$ cat src/watchdog_regs.svh
// Register map, field positions, reset values and timing counts of the digital watchdog.
`ifndef WATCHDOG_REGS_SVH
`define WATCHDOG_REGS_SVH

`define WDOG_CTRL_ADDR 8'hd8
`define WDOG_CTRL_RESET 8'hfe
`define WDOG_ACT_POS 0
`define WDOG_SR_POS 1
`define WDOG_COUNT_MSB_POS 2
`define WDOG_COUNT_LSB_POS 7
`define WDOG_COUNT_RESET 7'h7f
`define WDOG_SR_FALL_COUNT 7'h40
`define WDOG_PRESCALE_CYCLES 3072
`define WDOG_GUARD_INSTR 28
`define WDOG_STAB_CYCLES 4096

`endif

$ cat src/watchdog_pkg.sv
// Types shared by the digital watchdog design.
package watchdog_pkg;

   typedef enum logic [1:0] {
      run_st,
      wait_st,
      stop_st,
      reset_st
   } cpu_mode_e;

   typedef logic [6:0] count_t;

endpackage

$ cat src/digital_watchdog_timer.sv
// Digital watchdog: reloadable 7-bit downcounter with activation, software reset and STOP control.
`include "watchdog_regs.svh"

module digital_watchdog_timer #(
   parameter bit HW_ACTIVATION = 1'b0,
   parameter bit EXT_STOP_CTRL = 1'b0,
   parameter int PRESCALE_CYCLES = `WDOG_PRESCALE_CYCLES,
   parameter int GUARD_INSTR = `WDOG_GUARD_INSTR,
   parameter int STAB_CYCLES = `WDOG_STAB_CYCLES
) (
   input wire logic sys_clk,
   input wire logic reset_n,
   input wire logic [7:0] bus_addr,
   input wire logic bus_wr,
   input wire logic bus_rd,
   input wire logic [7:0] bus_wdata,
   output logic [7:0] bus_rdata,
   input wire logic stop_exec,
   input wire logic nmi_pin,
   input wire logic wake_irq,
   input wire logic instr_retire,
   output logic mcu_reset_req,
   output logic stop_mode,
   output logic wait_mode,
   output logic watchdog_active
);

   ////////////////////////////////////////////////////////////////////////////
   // State.

   watchdog_pkg::cpu_mode_e mode_q;
   watchdog_pkg::cpu_mode_e mode_d;
   watchdog_pkg::count_t cnt_q;
   watchdog_pkg::count_t cnt_d;
   logic active_q;
   logic active_d;
   logic [11:0] presc_q;
   logic [11:0] presc_d;
   logic [4:0] guard_q;
   logic [4:0] guard_d;
   logic pending_q;
   logic pending_d;
   logic [12:0] stab_q;
   logic [12:0] stab_d;
   logic [7:0] rdata_q;
   logic [7:0] rdata_d;
   logic reset_req_q;
   logic stop_q;
   logic wait_q;

   ////////////////////////////////////////////////////////////////////////////
   // Register decode.

   wire addr_hit = (bus_addr == `WDOG_CTRL_ADDR);
   wire write_hit = bus_wr & addr_hit;
   wire read_hit = bus_rd & addr_hit;
   wire in_reset = (mode_q == watchdog_pkg::reset_st);

   // Register bit 7 carries the counter LSB, bit 2 the counter MSB of the six count bits.
   wire watchdog_pkg::count_t write_count = {
      bus_wdata[`WDOG_SR_POS],
      bus_wdata[2],
      bus_wdata[3],
      bus_wdata[4],
      bus_wdata[5],
      bus_wdata[6],
      bus_wdata[7]
   };

   wire [7:0] reg_view = {
      cnt_q[0],
      cnt_q[1],
      cnt_q[2],
      cnt_q[3],
      cnt_q[4],
      cnt_q[5],
      cnt_q[6],
      active_q
   };

   ////////////////////////////////////////////////////////////////////////////
   // Activation.

   // Software may only set the bit; hardware activation holds it high.
   wire write_sets_active = write_hit & bus_wdata[`WDOG_ACT_POS];
   wire becomes_active = ~active_q & write_sets_active;

   assign active_d = in_reset ? HW_ACTIVATION :
      (HW_ACTIVATION | active_q | write_sets_active);

   ////////////////////////////////////////////////////////////////////////////
   // Prescaler and counter.

   // The counter holds still in real STOP and while the reset is being issued.
   wire frozen = (mode_q == watchdog_pkg::stop_st) | in_reset;
   wire presc_end = (presc_q == 12'(PRESCALE_CYCLES - 1));
   wire tick = presc_end & ~frozen;
   wire watchdog_pkg::count_t cnt_dec = cnt_q - 7'h01;

   always_comb begin
      if (in_reset | write_hit) begin
         presc_d = 12'h000;
      end else if (frozen) begin
         presc_d = presc_q;
      end else if (presc_end) begin
         presc_d = 12'h000;
      end else begin
         presc_d = presc_q + 12'h001;
      end
   end

   always_comb begin
      if (in_reset) begin
         cnt_d = `WDOG_COUNT_RESET;
      end else if (write_hit) begin
         cnt_d = write_count;
      end else if (tick) begin
         cnt_d = cnt_dec;
      end else begin
         cnt_d = cnt_q;
      end
   end

   ////////////////////////////////////////////////////////////////////////////
   // Reset sources.

   // The timeout is the fall of the SR position while counting down, only when active.
   wire count_timeout = active_q & tick & ~write_hit & (cnt_q == `WDOG_SR_FALL_COUNT);

   // Writing SR low in RUN or WAIT resets at once whenever the watchdog is, or is being, activated; in STOP it is ignored.
   wire sr_write_reset = write_hit & ~bus_wdata[`WDOG_SR_POS] &
      (active_q | bus_wdata[`WDOG_ACT_POS] | HW_ACTIVATION);

   wire guard_done = (guard_q == 5'(GUARD_INSTR));

   // A timeout inside the guard window waits until enough instructions have run.
   wire fire_reset = ~in_reset & (sr_write_reset |
      (guard_done & (count_timeout | pending_q)));

   always_comb begin
      if (in_reset | becomes_active) begin
         guard_d = 5'h00;
      end else if (instr_retire & ~guard_done & active_q) begin
         guard_d = guard_q + 5'h01;
      end else begin
         guard_d = guard_q;
      end
   end

   always_comb begin
      if (in_reset | fire_reset) begin
         pending_d = 1'b0;
      end else if (count_timeout) begin
         pending_d = 1'b1;
      end else begin
         pending_d = pending_q;
      end
   end

   ////////////////////////////////////////////////////////////////////////////
   // CPU mode sequencing.

   // Real STOP when disabled, or when external control sees NMI high.
   wire real_stop = ~active_q | (EXT_STOP_CTRL & nmi_pin);
   wire stab_end = (stab_q == 13'(STAB_CYCLES - 1));

   always_comb begin
      mode_d = mode_q;
      case (mode_q)
         watchdog_pkg::run_st: begin
            if (fire_reset) begin
               mode_d = watchdog_pkg::reset_st;
            end else if (stop_exec & real_stop) begin
               mode_d = watchdog_pkg::stop_st;
            end else if (stop_exec) begin
               mode_d = watchdog_pkg::wait_st;
            end
         end
         watchdog_pkg::wait_st: begin
            if (fire_reset) begin
               mode_d = watchdog_pkg::reset_st;
            end else if (wake_irq) begin
               mode_d = watchdog_pkg::run_st;
            end
         end
         watchdog_pkg::stop_st: begin
            if (wake_irq) begin
               mode_d = watchdog_pkg::run_st;
            end
         end
         watchdog_pkg::reset_st: begin
            if (stab_end) begin
               mode_d = watchdog_pkg::run_st;
            end
         end
         default: begin
            mode_d = watchdog_pkg::run_st;
         end
      endcase
   end

   assign stab_d = (in_reset & ~stab_end) ? stab_q + 13'h0001 : 13'h0000;

   ////////////////////////////////////////////////////////////////////////////
   // Read data.

   // Unmapped addresses read as zero; the value appears the cycle after the strobe.
   assign rdata_d = read_hit ? reg_view : 8'h00;

   ////////////////////////////////////////////////////////////////////////////
   // Flip-flops.

   always_ff @(posedge sys_clk or negedge reset_n) begin
      if (!reset_n) begin
         mode_q <= watchdog_pkg::run_st;
      end else begin
         mode_q <= mode_d;
      end
   end

   always_ff @(posedge sys_clk or negedge reset_n) begin
      if (!reset_n) begin
         cnt_q <= `WDOG_COUNT_RESET;
         active_q <= HW_ACTIVATION;
      end else begin
         cnt_q <= cnt_d;
         active_q <= active_d;
      end
   end

   always_ff @(posedge sys_clk or negedge reset_n) begin
      if (!reset_n) begin
         presc_q <= 12'h000;
         guard_q <= 5'h00;
         pending_q <= 1'b0;
      end else begin
         presc_q <= presc_d;
         guard_q <= guard_d;
         pending_q <= pending_d;
      end
   end

   always_ff @(posedge sys_clk or negedge reset_n) begin
      if (!reset_n) begin
         stab_q <= 13'h0000;
         rdata_q <= 8'h00;
      end else begin
         stab_q <= stab_d;
         rdata_q <= rdata_d;
      end
   end

   always_ff @(posedge sys_clk or negedge reset_n) begin
      if (!reset_n) begin
         reset_req_q <= 1'b0;
         stop_q <= 1'b0;
         wait_q <= 1'b0;
      end else begin
         reset_req_q <= (mode_d == watchdog_pkg::reset_st);
         stop_q <= (mode_d == watchdog_pkg::stop_st);
         wait_q <= (mode_d == watchdog_pkg::wait_st);
      end
   end

   ////////////////////////////////////////////////////////////////////////////
   // Outputs.

   assign bus_rdata = rdata_q;
   assign mcu_reset_req = reset_req_q;
   assign stop_mode = stop_q;
   assign wait_mode = wait_q;
   assign watchdog_active = active_q;

endmodule

$ cat config.mk
export PLATFORM = sky130hd
export DESIGN_NAME = digital_watchdog_timer
export DESIGN_NICKNAME = d
export VERILOG_FILES = /design/src/watchdog_pkg.sv /design/src/digital_watchdog_timer.sv
export VERILOG_INCLUDE_DIRS = /design/src
export SDC_FILE = /design/constraint.sdc
export NUM_CORES = 1
export LEC_CHECK = 0
export BUFFER_PORTS_ARGS = -buffer_cell sky130_fd_sc_hd__buf_2
export CAP_MARGIN = 30
export CORE_ASPECT_RATIO = 1.25
export CORE_UTILIZATION = 55
export DETAILED_ROUTE_END_ITERATION = 10
export PLACE_DENSITY = 0.77
export SYNTH_ARGS = -nofsm -noshare
export SYNTH_HDL_FRONTEND = slang
export SYNTH_SLANG_ARGS = --single-unit
$ cat constraint.sdc
create_clock -name sys_clk -period 2.9 [get_ports sys_clk]
set_clock_uncertainty 0.1 [all_clocks]
set_input_delay 0.725 -clock sys_clk [delete_from_list [all_inputs] [get_ports sys_clk]]
set_output_delay 0.725 -clock sys_clk [all_outputs]
set_load 0.02 [all_outputs]
==> key figures <==
Die
  – # IOs: 36
  – Die H: 79.3 um
  – Die area: approximately 5100 sq um
  – Initial Util: around three fifths
  – Core Footprint: 4490 sq um
  – Die width: approximately 64 um
  – # rows: 27

Power
  – Lkg Pwr: 1.38 nW
  – Pwr/cell area: between 600 and 700 nW/um^2
  – Combinational power share: between 20% and 30%
  – Cell Int Power: around 0.0014 W
  – Peak VDD IR: about 470 uV
  – Total Power: between 0.002 and 0.0025 W
  – Psw: just over 0.0006 W
  – Share of power burned in registers: a little under half
  – Switch share: 30.4%
  – Clk pwr share: between 30 and 40%

Synth
  – Post-synth cell types: 46
  – Post-synth EDFFs: 0
  – Post-synthesis cell area: 2630 sq um
  – Yosys warnings: 0
  – Yosys reg bits: 52
  – Ranking of synthesized cells by area: dfrtp_1 (43%), dfstp_2 (7.0%), nor2_1 (6.0%), xor2_1 (4.3%), a21oi_1 (3.4%)
  – Synth Instances: between 200 and 300
  – Syn avg cell area: 9.62 sq um
  – Ys flop type: dfrtp_1
  – Yosys top cell area share: around 43%
  – Syn_nets: 303
  – Async SR Flop Fraction: between 90% and 100%
  – Sequential element share of the synthesized area: about 50%
  – Yosys top cell by area: dfrtp_1

Setup path
  – Crit path DAT: approximately 2.2 ns
  – CP max stage cell: dfrtp_1
  – Critical path fanouts, max: 14
  – Register-to-register setup slack: 0.76 ns
  – Reg-to-Reg Start: presc_q[0]$_DFFE_PN0P_
  – CP endpoint kind: flop
  – CP Class: reg2reg
  – Worst Setup Start Kind: flop
  – Critical path required time: ~3 ns
  – Crit-path cells: ha_1 > nand3_2 > nor4_4 > buf_4 > a31oi_1 > o21a_1 > a22o_1
  – Worst R2R End: stop_mode$_DFF_PN0_
  – Slowest stage delay, CP: between 0.4 and 0.5 ns
  – Worst setup path start: presc_q[0]$_DFFE_PN0P_
  – Reg2reg path depth: 7

Clocking
  – Hold Buf Count CTS: 0
  – Clk Tree Root Cell: clkbuf_8
  – H-tree level count: 2
  – Num CTS Buffers: 5
  – Post CTS Setup Buffer Count: 0
  – Clock latency on the worst-skew pair: 0.30 ns
  – Resized Gates After CTS: 0
  – CTS tree: yes
  – CTS sink cnt: 52
  – Clock transition at path regs: around 0.090 ns
  – CTS max path bufs: 2

Drt
  – Drt via density: 5.61
  – Per-cell routed wire length: about 14 um
  – First-pass DRT Iterations: 4
  – Antenna-violating nets left: 0
  – DR DRC count: 0
  – Vias after detailed routing: 2,081
  – DRT iter0 DRCs: about 170
  – Final WL: 5.24 mm

Cells and area
  – Final nets: 342
  – Area Growth Syn to Fin: 15.4%
  – Layout cell share with drive strength beyond 1: 20.4%
  – Antenna Cells: 0
  – Finished Cell Area: roughly 3000 sq um
  – Non-filler cells, final: about 370

Global routing
  – Met2 usage: between 30% and 40%
  – Grt met3 use: under 10%
  – Tot GR Track Use: a little under a quarter
  – Remaining Overflow, GRT: 0
  – Met1 usage: between 20% and 30%
  – Vias in the first global route: around 2k
  – Largest net degree at the start of global routing: 53
  – GR peak layer: met2
  – First-pass GRT wire length: around 9 mm
  – Initial antenna violation count: 0

Worst hold path
  – Hold path cells: 1
  – Worst hold start: stab_q[11]$_DFF_PN0_
  – Min-Delay Endpoint: stab_q[12]$_DFF_PN0_
  – Hold WC Path Type: reg2reg

Timing
  – Fin crit share: 73.9%
  – WHS: between 0.3 and 0.4 ns
  – Slew Viols, Final: 0
  – Slew @ Worst Pin: 0.634 ns
  – TNS Setup: 0 ns
  – Max Clk Rate: ~470 MHz
  – Setup Viol. Count Final: 0
  – Final Hold Fails: 0
  – Slew margin rel.: between 50% and 60%
  – Final Critical Period: 2.14 ns
  – RSZ-0062 raised after global routing: no

Place
  – Placement Cell Area: roughly 2900 sq um
  – DP Wirelength: 3.69 mm
  – GPL Wtd Cong: 0.795
  – Inst Count DP: between 300 and 400
  – I/O Buffers: 34

Status
  – Status: completed

Flow run
  – Max cap viols: 0
[worst max path at each step]
stage | end | slack (ns) | cells after the start
2_1_floorplan | stop_mode$_DFF_PN0_ | 0.83 | 6
3_3_place_gp | presc_q[11]$_DFFE_PN0P_ | 0.68 | 7
3_5_place_dp | presc_q[11]$_DFFE_PN0P_ | 0.64 | 7
4_1_cts | stop_mode$_DFF_PN0_ | 0.76 | 7
5_1_grt | stop_mode$_DFF_PN0_ | 0.61 | 7
6_report | stop_mode$_DFF_PN0_ | 0.76 | 7
[synth_stat cells (4+ instances only)]
master,instances
a21oi_1,18
a31oi_1,4
and2_1,8
and3_1,6
clkbuf_1,6
dfrtp_1,45
dfstp_2,7
ha_1,6
inv_1,8
nand2_1,23
nand3_1,15
nand4_1,8
nor2_1,42
nor3_1,5
o21ai_0,7
o21ai_1,8
or3_1,4
xnor2_1,6
xor2_1,13
[power groups by stage]
stage               registers, W  logic [W]  clock network, W
global placement        0.000920   0.000412                 0
global route            0.000923   0.000483          0.000709
detailed placement      0.000921   0.000422                 0
CTS                     0.000908   0.000427          0.000683
floorplan               0.000905   0.000299                 0
finish                  0.000908   0.000427          0.000668
[flip-flops by register name, summed over array words and instances (netlist names), 2 cells and up]
name and cells:
mode_q 2, cnt_q 7, presc_q 12, guard_q 5, bus_rdata 8, stab_q 13
[cells in the final DEF, fill, tap and decap left out, drive strengths merged, types with 2 or more instances in the layout]
| cell | instances |
|---|---|
| or3 | 5 |
| xor2 | 13 |
| o21a | 2 |
| nor2 | 43 |
| bufinv | 3 |
| and3 | 6 |
| clkbuf | 5 |
| buf | 39 |
| nand2 | 24 |
| mux2i | 2 |
| a31o | 2 |
| nor3 | 5 |
| ha | 6 |
| nand3 | 16 |
| dfrtp | 45 |
| inv | 9 |
| nand3b | 2 |
| dfstp | 7 |
| and4 | 2 |
| and4bb | 2 |
| a21oi | 18 |
| o21ai | 15 |
| nand4 | 8 |
| xnor2 | 6 |
| and2 | 8 |
| nor4 | 4 |
| a31oi | 4 |
[layer usage]
| layer | share of wire [%] | vias to the layer above |
|---|---|---|
| li1 | - | 1023 |
| met1 | 45 | 991 |
| met4 | 2.4 | 0 |
| met3 | 3.9 | 12 |
| met2 | 49 | 55 |
| met5 | 0 | - |
[kinds of logic (layout without fill, tap and decap cells)]
kind of cell,count (synthesis),count (layout),synth area share [%]
AO/OA/AOI/OAI,48,48,11.4
XOR/XNOR,19,19,6.34
adder cells (fa/ha/maj),6,6,2.86
buffers and inverters,16,56,2.57
flip-flops,52,52,49.9
multiplexers,2,2,0.762
AND/OR/NAND/NOR,130,130,26.2
[metrics by stage]
step	utilization (%)	setup WS, ns
floorplan	-	0.828
global placement	63.9	0.679
detailed placement	63.9	0.643
CTS	67.5	0.762
global route	67.5	0.610
finish	67.5	0.757
[worst max-delay path, delay by kind of cell (launching register included)]
| kind | cells | cell delay (ns) |
|---|---|---|
| buffers and inverters | 1 | 0.24 |
| adders and majority gates | 1 | 0.25 |
| AOI/OAI and AO/OA | 3 | 0.56 |
| and+or+nand+nor | 2 | 0.43 |
| DFF | 1 | 0.44 |
[layout make-up]
type / count / area, sq um
Tap cell: 58 / 72.6
Sequential cell: 52 / 1310
Inverter: 9 / 33.8
Clock inverter: 3 / 90.1
Multi-Input combinational cell: 205 / 1250
Timing Repair Buffer: 39 / 208
Clock buffer: 5 / 68.8
Fill cell: 368 / 1460
No activity file was read; power rests on OpenSTA's default activity.
